<file path="src/rtl/vmrd_defs.svh">
// Offsets, field positions, reset values and widths of the
// vector-magnitude reference and debounce register bank.
// Assumes byte-wide register access from the serial interface core.
`ifndef VMRD_DEFS_SVH
`define VMRD_DEFS_SVH
`define VMRD_OFS_DEBOUNCE_COUNT 8'h62
`define VMRD_OFS_INIT_X_HIGH 8'h63
`define VMRD_OFS_INIT_X_LOW 8'h64
`define VMRD_OFS_INIT_Y_HIGH 8'h65
`define VMRD_OFS_INIT_Y_LOW 8'h66
`define VMRD_OFS_INIT_Z_HIGH 8'h67
`define VMRD_OFS_INIT_Z_LOW 8'h68
`define VMRD_RST_BYTE 8'h00
`define VMRD_HIGH_MSB 5
`define VMRD_HIGH_WIDTH 6
`define VMRD_AXIS_WIDTH 14
`define VMRD_DIV_WIDTH 24
`endif

</file>
<file path="src/rtl/vmrd_pkg.sv">
// Types shared by the vector-magnitude reference and debounce bank.
// Assumes the constants header is included by each user.
`default_nettype none
package vmrd_pkg;
    // Register write strobe from the serial interface core
    typedef struct packed {
        logic wr;
        logic [7:0] addr;
        logic [7:0] wdata;
    } vmrd_wr_t;
    // One sample of the three axes
    typedef struct packed {
        logic signed [13:0] x;
        logic signed [13:0] y;
        logic signed [13:0] z;
    } vmrd_xyz_t;
    typedef enum logic [1:0] {
        VMRD_IDLE = 2'b00,
        VMRD_RUN = 2'b01
    } vmrd_state_t;
endpackage
`default_nettype wire

</file>
<file path="src/rtl/vmrd_regs.sv">
// Vector-magnitude debounce count and initial reference registers.
// Assumes byte writes/reads from the serial core and an ODR period count in
// clock cycles with acceleration data from the datapath on the same clock.
//
// Contract
// - Debounce count is eight bits, read/write, whole register, reset zero.
// - Debounce period equals count times one effective output-data-rate period.
// - Temperature output enabled halves the effective rate for debounce timing.
// - X reference is signed 14 bits, high six bits then low byte.
// - Y reference is signed 14 bits split six high, eight low.
// - Z reference is signed 14 bits split six high, eight low.
// - Programmed references use the output data resolution of the range.
// - Programmed source loads init values on enable, else captures outputs.
// - Programmed source with no-update makes init registers live references.
// - Below threshold, counter decrements if mode zero, clears if one.
`timescale 1ns/1ps
`default_nettype none
`include "vmrd_defs.svh"
module vmrd_regs
    import vmrd_pkg::*;
#(
    parameter int DW = `VMRD_DIV_WIDTH
)(
    // Clock and reset
    input wire logic ref_clk,
    input wire logic rst_n,
    // Register access
    input wire vmrd_wr_t reg_wr,
    input wire logic [7:0] reg_raddr,
    output logic [7:0] reg_rdata,
    // Detector controls from the config and threshold registers
    input wire logic func_en,
    input wire logic init_mode,
    input wire logic upd_mode,
    input wire logic dbcnt_mode,
    input wire logic above_ths,
    // Rate
    input wire logic [DW-1:0] odr_period_cycles,
    input wire logic temp_out_en,
    // Acceleration data at the output resolution
    input wire vmrd_xyz_t accel,
    // Results
    output vmrd_xyz_t ref_xyz,
    output logic event_active,
    output logic [7:0] debounce_state
);
    // ------------------------------------------------------------
    // Register storage
    // ------------------------------------------------------------
    logic [7:0] cnt_reg;
    logic [5:0] hi [3];
    logic [7:0] lo [3];
    logic en_d;
    vmrd_state_t state;
    logic odr_tick;

    function automatic logic [7:0] high_ofs(input int i);
        high_ofs = `VMRD_OFS_INIT_X_HIGH + 8'(2 * i);
    endfunction

    // Programmed references; bits 7:6 are never stored
    wire signed [13:0] init_x = {hi[0], lo[0]};
    wire signed [13:0] init_y = {hi[1], lo[1]};
    wire signed [13:0] init_z = {hi[2], lo[2]};
    wire vmrd_xyz_t init_xyz = '{x: init_x, y: init_y, z: init_z};
    wire enable_rise = func_en && !en_d;
    wire live_init = init_mode && upd_mode;

    always_ff @(posedge ref_clk)
    begin
        if (!rst_n)
            cnt_reg <= `VMRD_RST_BYTE;
        else if (reg_wr.wr && reg_wr.addr == `VMRD_OFS_DEBOUNCE_COUNT)
            cnt_reg <= reg_wr.wdata;
    end

    genvar g;
    generate
        for (g = 0; g < 3; g++)
        begin : g_axis
            always_ff @(posedge ref_clk)
            begin
                if (!rst_n)
                begin
                    hi[g] <= 6'h00;
                    lo[g] <= `VMRD_RST_BYTE;
                end
                else if (reg_wr.wr)
                begin
                    if (reg_wr.addr == high_ofs(g))
                        hi[g] <= reg_wr.wdata[`VMRD_HIGH_MSB:0];
                    if (reg_wr.addr == high_ofs(g) + 8'h01)
                        lo[g] <= reg_wr.wdata;
                end
            end
        end
    endgenerate

    // ------------------------------------------------------------
    // Read decode
    // ------------------------------------------------------------
    logic [7:0] next_rdata;
    always_comb
    begin
        next_rdata = 8'h00;
        case (reg_raddr)
            `VMRD_OFS_DEBOUNCE_COUNT: next_rdata = cnt_reg;
            `VMRD_OFS_INIT_X_HIGH: next_rdata = {2'b00, hi[0]};
            `VMRD_OFS_INIT_X_LOW: next_rdata = lo[0];
            `VMRD_OFS_INIT_Y_HIGH: next_rdata = {2'b00, hi[1]};
            `VMRD_OFS_INIT_Y_LOW: next_rdata = lo[1];
            `VMRD_OFS_INIT_Z_HIGH: next_rdata = {2'b00, hi[2]};
            `VMRD_OFS_INIT_Z_LOW: next_rdata = lo[2];
            default: next_rdata = 8'h00;
        endcase
    end

    // ------------------------------------------------------------
    // Effective rate tick
    // ------------------------------------------------------------
    vmrd_rate_tick #(.DW(DW)) u_tick (
        .ref_clk(ref_clk),
        .rst_n(rst_n),
        .period_cycles(odr_period_cycles),
        .temp_out_en(temp_out_en),
        .odr_tick(odr_tick)
    );

    // ------------------------------------------------------------
    // Reference selection and debounce
    // ------------------------------------------------------------
    // Debounce counter advances once per effective ODR period
    wire reached = (debounce_state >= cnt_reg);
    wire [7:0] dec_val = (debounce_state == 8'h00) ? 8'h00 : debounce_state - 8'h01;
    // Below threshold: clear or step down by one per the mode bit
    wire [7:0] below_val = dbcnt_mode ? 8'h00 : dec_val;
    wire [7:0] above_val = reached ? debounce_state : debounce_state + 8'h01;
    wire [7:0] next_count = above_ths ? above_val : below_val;
    // Nine bits so a saturated count of 255 keeps the event standing
    wire [8:0] above_sum = {1'b0, debounce_state} + 9'h001;
    wire next_event = above_ths ? (above_sum >= {1'b0, cnt_reg})
        : (below_val >= cnt_reg && below_val != 8'h00 && event_active);

    always_ff @(posedge ref_clk)
    begin
        if (!rst_n)
        begin
            en_d <= 1'b0;
            state <= VMRD_IDLE;
            ref_xyz <= '0;
            event_active <= 1'b0;
            debounce_state <= 8'h00;
            reg_rdata <= 8'h00;
        end
        else
        begin
            en_d <= func_en;
            reg_rdata <= next_rdata;
            case (state)
                VMRD_IDLE:
                begin
                    event_active <= 1'b0;
                    debounce_state <= 8'h00;
                    if (enable_rise)
                    begin
                        // Programmed values or a snapshot of the outputs
                        ref_xyz <= init_mode ? init_xyz : accel;
                        state <= VMRD_RUN;
                    end
                end
                VMRD_RUN:
                begin
                    if (!func_en)
                        state <= VMRD_IDLE;
                    else
                    begin
                        // Host may rewrite references at any time in this mode
                        if (live_init)
                            ref_xyz <= init_xyz;
                        if (odr_tick)
                        begin
                            debounce_state <= next_count;
                            event_active <= next_event;
                            // Re-reference on a trigger unless no-update is set
                            if (next_event && !event_active && !upd_mode)
                                ref_xyz <= accel;
                        end
                    end
                end
                default: state <= VMRD_IDLE;
            endcase
        end
    end
endmodule
`default_nettype wire

</file>
<file path="src/rtl/vmrd_rate_tick.sv">
// Output-data-rate tick divider for the debounce timer.
// Assumes period_cycles is the selected ODR period in ref_clk cycles.
`timescale 1ns/1ps
`default_nettype none
`include "vmrd_defs.svh"
module vmrd_rate_tick
    import vmrd_pkg::*;
#(
    parameter int DW = `VMRD_DIV_WIDTH
)(
    // Clock and reset
    input wire logic ref_clk,
    input wire logic rst_n,
    // Rate selection
    input wire logic [DW-1:0] period_cycles,
    input wire logic temp_out_en,
    // Tick
    output logic odr_tick
);
    logic [DW-1:0] cnt;
    logic half_phase;
    wire cnt_wrap = (cnt >= period_cycles - {{(DW-1){1'b0}}, 1'b1}) || (period_cycles == '0);
    // Temperature output halves the effective rate: only every other wrap counts
    wire eff_tick = cnt_wrap && (!temp_out_en || half_phase);
    always_ff @(posedge ref_clk)
    begin
        if (!rst_n)
        begin
            cnt <= '0;
            half_phase <= 1'b0;
            odr_tick <= 1'b0;
        end
        else
        begin
            cnt <= cnt_wrap ? '0 : cnt + {{(DW-1){1'b0}}, 1'b1};
            if (cnt_wrap)
                half_phase <= !half_phase;
            odr_tick <= eff_tick;
        end
    end
endmodule
`default_nettype wire

</file>
<file path="config.mk">
export PLATFORM = sky130hd
export DESIGN_NAME = vmrd_regs
export DESIGN_NICKNAME = d
export VERILOG_FILES = /design/src/rtl/vmrd_pkg.sv /design/src/rtl/vmrd_regs.sv /design/src/rtl/vmrd_rate_tick.sv
export VERILOG_INCLUDE_DIRS = /design/src /design/src/rtl
export SDC_FILE = /design/constraint.sdc
export NUM_CORES = 1
export LEC_CHECK = 0
export BUFFER_PORTS_ARGS = -buffer_cell sky130_fd_sc_hd__buf_2
export CORE_MARGIN = 1
export CORE_UTILIZATION = 52
export CTS_CLUSTER_DIAMETER = 150
export CTS_CLUSTER_SIZE = 14
export DETAILED_ROUTE_END_ITERATION = 12
export GPL_TIMING_DRIVEN = 0
export PLACE_DENSITY = 0.75
export SYNTH_ARGS = -nofsm -noshare
export SYNTH_HDL_FRONTEND = slang
export SYNTH_SLANG_ARGS = --single-unit
</file>
<file path="constraint.sdc">
create_clock -name ref_clk -period 3.1 [get_ports ref_clk]
set_input_delay 0.31 -clock ref_clk [delete_from_list [all_inputs] [get_ports ref_clk]]
set_output_delay 0.31 -clock ref_clk [all_outputs]
set_load 0.02 [all_outputs]
</file>
**After elaboration in Yosys (flattened, before gate mapping)**

Memories as Yosys holds them, arrays and structs flattened.
Index checks and enable logic that the tools add are counted.

- Multiplexer cells: 53
- $lt $le $gt $ge: 4
- Equal/unequal tests: 20
- Reduce and logical (&&, ||, !) cells: 25
- Bitwise gates (word level): 7
- $add $sub $neg: 5

Operators with widths:

| kind | count |
|---|---|
| $mux 42 | 6 |
| $eq 8x7->1 const B | 14 |
| $pmux 42 s2 | 1 |
| $mux 8 | 9 |
| $pmux 8 s7 | 1 |
| $mux 1 | 28 |
| $add 24x1->24 const B | 1 |
| $ge 24x24->1 | 1 |
| $logic_not 24->1 | 1 |
| $sub 24x1->24 const B | 1 |
| $mux 6 | 3 |
| $ge 8x8->1 | 2 |
| $pmux 8 s2 | 1 |
| $add 8x1->9 const B | 1 |
| $ge 9x8->1 | 1 |
| $add 8x1->8 const B | 1 |
| $logic_and 1x1->1 | 8 |
| $logic_not 8->1 | 1 |
| $reduce_bool 8->1 | 1 |
| $sub 8x1->8 const B | 1 |
| $ne 2x2->1 const B | 3 |
| $or 1x1->1 | 6 |
| $reduce_and 3->1 | 2 |
| $logic_not 1->1 | 5 |
| other kinds (13) | 15 |

- Memories kept: 2
- Register bits after elaboration: 96
- Word-level logic and storage cells: 128
- Input port bits: 99
- Memory bits (writable): 42

Memory list:

| name | depth | width | rd ports | clocked after memory_dff | wr ports | line | text |
|---|---|---|---|---|---|---|---|
| lo | 3 | 8 | 3 | 0 | 3 | vmrd_regs.sv:52 | `logic [7:0] lo [3];` |
| hi | 3 | 6 | 3 | 0 | 3 | vmrd_regs.sv:51 | `logic [5:0] hi [3];` |

**Depth between registers and ports, before layout**

- Depth after elaboration: 13
- Mapped depth: 16
- Mapped depth without buffers: 15

**Hierarchy**

From an unflattened synthesis, not the netlist that was laid out.

- Cells, all modules: 978
- Area, all modules: 8838.5 um^2

Modules (own cells, without submodules):

| module | times used | cells an instance | area an instance (um^2) |
|---|---|---|---|
| vmrd_regs | 1 | 735 | 6786.5 |
| vmrd_rate_tick | 1 | 243 | 2052.0 |

**Least setup slack after synthesis**

OpenSTA, ideal clock, no wires.

- Kind: flip-flop to flip-flop
- Start point: register debounce_state[3]
- End point: register event_active
- Setup time: 0.125 ns
- Buffers on the path: 2
- Data required time: 2.975 ns
- Stages on the path, launching flop included: 14
- Period minus slack after synthesis: 3.389 ns
- Path slack: -0.289 ns
- Data arrival time: 3.264 ns
- Cell sequence: dfxtp_1 buf_2 or4_1 o31ai_1 buf_2 nand2b_1 ha_1 nand2b_1 a2111oi_0 o21bai_1 a21o_1 maj3_1 a21oi_1 o22ai_1

- Word-level cells in the longest chain between the ends: 10
- Elaborated cells on any way between the ends: 14
- Classes of those cells: add/sub: 2; order compare: 2; mux: 6; reduce/logical: 4

Ends and longest elaborated chain:

| what | line | text |
|---|---|---|
| start, declared | vmrd_regs.sv:45 | `output logic [7:0] debounce_state` |
| start signal, assigned | vmrd_regs.sv:182 | `debounce_state <= next_count;` |
| $sub 8x1->8 / $logic_not 8->1 (equally long branches) | vmrd_regs.sv:134 | `wire [7:0] dec_val = (debounce_state == 8'h00) ? 8'h00 : debounce_state - 8'h01;` |
| $mux 8 | vmrd_regs.sv:134 |  |
| $mux 8 | vmrd_regs.sv:136 | `wire [7:0] below_val = dbcnt_mode ? 8'h00 : dec_val;` |
| $ge 8x8->1 / $reduce_bool 8->1 (equally long branches) | vmrd_regs.sv:142 | `: (below_val >= cnt_reg && below_val != 8'h00 && event_active);` |
| $logic_and 1x1->1 (2 in a row) | vmrd_regs.sv:142 |  |
| $mux 1 * | vmrd_regs.sv:141 | `wire next_event = above_ths ? (above_sum >= {1'b0, cnt_reg})` |
| $mux 1 * | vmrd_regs.sv:180 | `if (odr_tick)` |
| $mux 1 * | vmrd_regs.sv:173 | `if (!func_en)` |
| $pmux 1 s2 * | vmrd_regs.sv:159 | `case (state)` |
| end signal, assigned | vmrd_regs.sv:183 | `event_active <= next_event;` |
| end, declared | vmrd_regs.sv:44 | `output logic event_active,` |

Every way passes the cells marked *; elsewhere a longest branch is shown, timed or not. The select of a mux whose other input is x is not followed.
A chain may end at the register's enable or synchronous reset.

**Final worst setup path**

- Start point: register debounce_state[1]
- End point: register ref_xyz[3] (netlist bit)

- Word-level cells in the longest chain between the ends: 13
- Elaborated cells on any way between the ends: 17
- Classes of those cells: add/sub: 2; order compare: 2; mux: 7; reduce/logical: 6

Ends and longest elaborated chain:

| what | line | text |
|---|---|---|
| $sub 8x1->8 / $logic_not 8->1 (equally long branches) | vmrd_regs.sv:134 |  |
| $mux 8 | vmrd_regs.sv:134 |  |
| $mux 8 | vmrd_regs.sv:136 |  |
| $ge 8x8->1 / $reduce_bool 8->1 (equally long branches) | vmrd_regs.sv:142 |  |
| $logic_and 1x1->1 (2 in a row) | vmrd_regs.sv:142 |  |
| $mux 1 * | vmrd_regs.sv:141 |  |
| $logic_and 1x1->1 * (2 in a row) | vmrd_regs.sv:185 | `if (next_event && !event_active && !upd_mode)` |
| $mux 42 * | vmrd_regs.sv:185 |  |
| $mux 42 * | vmrd_regs.sv:180 |  |
| $mux 42 * | vmrd_regs.sv:173 |  |
| $pmux 42 s2 * | vmrd_regs.sv:159 |  |
| end signal, assigned | vmrd_regs.sv:167 | `ref_xyz <= init_mode ? init_xyz : accel;` |
| end signal, assigned | vmrd_regs.sv:179 | `ref_xyz <= init_xyz;` |
| end signal, assigned | vmrd_regs.sv:186 | `ref_xyz <= accel;` |
| end, declared | vmrd_regs.sv:43 | `output vmrd_xyz_t ref_xyz,` |

Marks and branches as above.

==> results.py <==
metrics = {
    "place": {
        "placedCellCount": 1395,
        "dpl.hpwl_um": 18800,
        "placement.io_buffers": 155,
        "placement.setup.worst_slack_ns": -0.529,
        "place_congestion": 0.948,
        "placement.cell_area_um2": 9970,
    },
    "power": {
        "ir_drop_worst_case_vdd_mv": 0.427,
        "power.clock.fraction_pct": 41.9,
        "p_comb_share_pct": 12.6,
        "design_power_total_mw": 4.39,
        "switchingPower_mw": 1.13,
        "p_leak_nw": 4.62,
        "power.switching_fraction_pct": 25.8,
        "power_per_cell_area_nw_per_um2": 395,
        "internal-power_mw": 3.26,
        "power.sequential.fraction_pct": 45.4,
    },
    "min_path": {
        "worstHoldStart": "accel[9]",
        "worstHoldPathCells": 3,
        "hold_end": "ref_xyz[9]$_SDFFE_PN0P_",
        "min-delay-path-class": "input pin to register",
    },
    "sta": {
        "holdWs_ns": 0.171,
        "worst_clock_skew_ns": 0.00648,
        "worst-slew-pin-transition_ns": 1.11,
        "fin_tns_setup_ns": 0,
        "period_minus_slack_ns": 3.03,
        "total_count_of_hold_check_failures_in_the_final_report": 0,
        "final.period_utilization_pct": 97.7,
        "worst_slew_margin_rel_pct": 25.4,
        "layout_setup_ws_ns": 0.0717,
        "grt_setup_unrepaired": "yes",
        "timing.fmax_ghz": 0.330,
        "drv_slew": 0,
        "final-setup-viol-count": 0,
    },
    "global_route": {
        "gr-max-usage-layer": "met2",
        "grt_antenna_before_repair": 1,
        "globalRouteOverflowTotal": 0,
        "grt_start_max_net_pins": 17,
        "grt_first_pass_wirelength_um": 39800,
        "met3_usage_pct": 6.77,
        "met1_demand_to_capacity_share_in_global_routing_pct": 37.9,
        "grt_pass1_vias": 7779,
        "grtUsageMet2_pct": 45.6,
        "track_usage_pct": 28.6,
    },
    "worst_setup_path": {
        "reg2reg_end": "ref_xyz[3]$_SDFFE_PN0P_",
        "rr_worst_depth": 14,
        "cp_data_required_time_ns": 3.39,
        "timing.critical_path.to_type": "register",
        "reg2reg_slack_ns": 0.07,
        "timing.setup.critical_path_class": "register to register",
        "critPathLaunch": "debounce_state[1]$_SDFFE_PN0P_",
        "worstPathMaxFanout": 7,
        "timing.rr.start": "debounce_state[1]$_SDFFE_PN0P_",
        "worst-endpoint-arrival_ns": 3.32,
        "crit_path_start_kind": "register",
    },
    "logic_synthesis": {
        "synth_top_family_by_area": "simple AND/OR/NAND/NOR gates",
        "synthAdderAreaFrac_pct": 7.63,
        "synth-simple-area-share_pct": 25.0,
        "synthesis.nets": 1172,
        "synth_flop_cell": "sky130_fd_sc_hd__dfxtp_1",
        "postSynth.asyncResetShare_pct": 0,
        "post_synthesis_sequential_area_ratio_pct": 35.9,
        "synth_xor_area_share_pct": 5.36,
        "number_of_flops_mapped_to_enable_cells_by_yosys": 42,
        "proportion_of_netlist_area_held_by_the_largest_area_contributor_pct": 21.6,
        "synth_top_cells_by_area": "sky130_fd_sc_hd__dfxtp_1, sky130_fd_sc_hd__edfxtp_1, sky130_fd_sc_hd__ha_1",
        "synthMuxAreaShare_pct": 6.89,
        "netlist-cell-type-count": 67,
        "post_synth.cell_area_avg_um2": 8.65,
        "post_synth_inst_count": 1020,
        "synth.largest_area_cell": "sky130_fd_sc_hd__dfxtp_1",
        "post_synth_instance_area_um2": 8820,
        "register_bit_count_reported_by_yosys": 137,
        "compound_gate_fraction_of_synth_area_pct": 15.3,
        "ys.warnings.count": 0,
    },
    "cells_and_area": {
        "largest_register_ffs": 42,
        "ratio_of_cells_with_drive_above_1_in_the_final_layout_pct": 24.0,
        "register_area_um2": 3190,
        "finalNonFillerCells": 1453,
        "stdcell_area_um2": 11100,
        "finalNetCount": 1372,
        "filler_cell_count": 1388,
        "areaGrowthSynthToFinish_pct": 25.7,
        "multi_input_area_um2": 5610,
        "layout.core_utilization_pct": 66.9,
    },
    "die": {
        "io-pin-count": 158,
        "core_region_area_um2": 16600,
        "floorplan.die_area_um2": 17500,
        "fp.dieH_um": 132,
        "floorplan.initialDensity_pct": 53.2,
        "row_count": 47,
        "die_width_um": 132,
    },
    "flow_run": {
        "max_cap_violations": 0,
    },
    "detailed_routing": {
        "final_antenna_net_count": 0,
        "first_pass_iters": 7,
        "initialDrtViolationCount": 815,
        "detail_route.drc_violations": 0,
        "vias": 8615,
        "avgViaCountPerCell": 5.93,
        "wl_um": 25500,
        "routedWlPerCell_um": 17.6,
    },
    "clocking": {
        "cts.root.buffer_cell": "sky130_fd_sc_hd__clkbuf_16",
        "cts_clk_pin_slew_worst_paths_ns": 0.06,
        "cts.sink_count": 137,
        "clk_lat_worst_skew_ns": 0.43,
        "cts_tree": "built",
        "clk_path_buf_depth": 2,
        "cts-htree-levels": 4,
        "cts_inserted_buffers": 17,
    },
    "outcome": {
        "run_status": "finished clean",
    },
}
## cells in the mapped netlist (6+ instances only)
master	count
sky130_fd_sc_hd__a21o_1	6
sky130_fd_sc_hd__a21oi_1	31
sky130_fd_sc_hd__a222oi_1	6
sky130_fd_sc_hd__a22oi_1	6
sky130_fd_sc_hd__and2_1	43
sky130_fd_sc_hd__and3_1	8
sky130_fd_sc_hd__buf_2	12
sky130_fd_sc_hd__clkbuf_1	45
sky130_fd_sc_hd__dfxtp_1	95
sky130_fd_sc_hd__edfxtp_1	42
sky130_fd_sc_hd__ha_1	53
sky130_fd_sc_hd__inv_1	23
sky130_fd_sc_hd__mux2_2	6
sky130_fd_sc_hd__mux2i_1	54
sky130_fd_sc_hd__nand2_1	118
sky130_fd_sc_hd__nand2b_1	10
sky130_fd_sc_hd__nand3_1	101
sky130_fd_sc_hd__nor2_1	65
sky130_fd_sc_hd__nor2_2	10
sky130_fd_sc_hd__nor2b_1	16
sky130_fd_sc_hd__nor3_1	21
sky130_fd_sc_hd__o211ai_1	85
sky130_fd_sc_hd__o21ai_0	17
sky130_fd_sc_hd__or3_1	9
sky130_fd_sc_hd__xnor2_1	33
sky130_fd_sc_hd__xor2_1	21
## layout by cell type (no fill, tap or decap), types with 5 or more instances in the layout
cell type / count
sky130_fd_sc_hd__dfxtp_4: 6
sky130_fd_sc_hd__mux2_2: 6
sky130_fd_sc_hd__mux2i_1: 54
sky130_fd_sc_hd__clkbuf_8: 5
sky130_fd_sc_hd__a22oi_1: 6
sky130_fd_sc_hd__and3_1: 5
sky130_fd_sc_hd__nand2_1: 118
sky130_fd_sc_hd__o21ai_0: 15
sky130_fd_sc_hd__a222oi_1: 6
sky130_fd_sc_hd__nor2_1: 54
sky130_fd_sc_hd__clkbuf_1: 48
sky130_fd_sc_hd__edfxtp_1: 42
sky130_fd_sc_hd__nor2b_1: 15
sky130_fd_sc_hd__nor2_4: 7
sky130_fd_sc_hd__o21ai_1: 5
sky130_fd_sc_hd__a21oi_1: 26
sky130_fd_sc_hd__inv_1: 22
sky130_fd_sc_hd__dfxtp_1: 88
sky130_fd_sc_hd__nor3_1: 19
sky130_fd_sc_hd__xnor2_1: 33
sky130_fd_sc_hd__clkbuf_16: 20
sky130_fd_sc_hd__and2_1: 43
sky130_fd_sc_hd__o211ai_1: 85
sky130_fd_sc_hd__nand2b_1: 6
sky130_fd_sc_hd__nand3_1: 99
sky130_fd_sc_hd__or3_1: 7
sky130_fd_sc_hd__xor2_1: 21
sky130_fd_sc_hd__nand4_1: 5
sky130_fd_sc_hd__ha_1: 50
sky130_fd_sc_hd__a21o_1: 6
sky130_fd_sc_hd__nor2_2: 14
sky130_fd_sc_hd__a211oi_1: 5
sky130_fd_sc_hd__buf_4: 29
sky130_fd_sc_hd__buf_2: 153
sky130_fd_sc_hd__buf_8: 6
## metal layers
metal	vias up	part of all wire [%]
met1	3956	42
met3	60	8.9
met5	-	0.051
li1	4126	-
met2	471	46
met4	2	2.6
## cell families after synthesis
logic type / Yosys count
mux: 60
fa+ha+maj: 54
flops: 137
buf+inv: 85
xor+xnor: 54
simple gates: 438
compound gates: 192
## timing repair
action,4_1_cts,5_1_grt
resized for setup,29,59
cloned,1,3
endpoints found under the setup margin,44,65
pin swaps,10,36
buffers inserted,13,13
hold buffers,0,0
## critical path, stage by stage (launching register included)
cell	delay, ns
sky130_fd_sc_hd__dfxtp_4	0.40
sky130_fd_sc_hd__ha_4	0.15
sky130_fd_sc_hd__and3_4	0.18
sky130_fd_sc_hd__and3_4	0.19
sky130_fd_sc_hd__xor2_1	0.16
sky130_fd_sc_hd__ha_1	0.28
sky130_fd_sc_hd__a21oi_2	0.14
sky130_fd_sc_hd__nor2b_1	0.05
sky130_fd_sc_hd__a311o_1	0.37
sky130_fd_sc_hd__o2111ai_4	0.31
sky130_fd_sc_hd__buf_8	0.20
sky130_fd_sc_hd__buf_8	0.13
sky130_fd_sc_hd__nand3_1	0.07
sky130_fd_sc_hd__o211ai_1	0.12
sky130_fd_sc_hd__o211ai_1	0.12
## power by group through the flow
stage	clock network (mW)	registers (mW)	logic, mW
after floorplan	0	2.05	0.276
after global placement	0	2.03	0.523
after detailed placement	0	2.03	0.532
after CTS	1.86	1.99	0.537
after global routing	1.93	2.00	0.605
final	1.84	1.99	0.555
## final cells by class
type                            instances  share of cell area (%)
Antenna cell                            1                  0.0226
Buffer                                 58                    2.88
Clock buffer                           28                    4.66
Clock inverter                          3                   0.135
Inverter                               23                   0.824
Multi-Input combinational cell        798                    50.6
Sequential cell                       137                    28.7
Tap cell                              220                    2.48
Timing Repair Buffer                  185                    9.65
## worst max path at each step
stage / end / slack, ns
final: ref_xyz[3]$_SDFFE_PN0P_ / 0.07
after floorplan: event_active$_SDFFE_PN0P_ / -0.05
after detailed placement: ref_xyz[3]$_SDFFE_PN0P_ / -0.53
after global routing: u_tick.half_phase$_SDFFE_PN0P_ / -0.06
after CTS: ref_xyz[3]$_SDFFE_PN0P_ / 0.009
after global placement: ref_xyz[12]$_SDFFE_PN0P_ / -0.50
No activity file was read; power rests on OpenSTA's default activity.
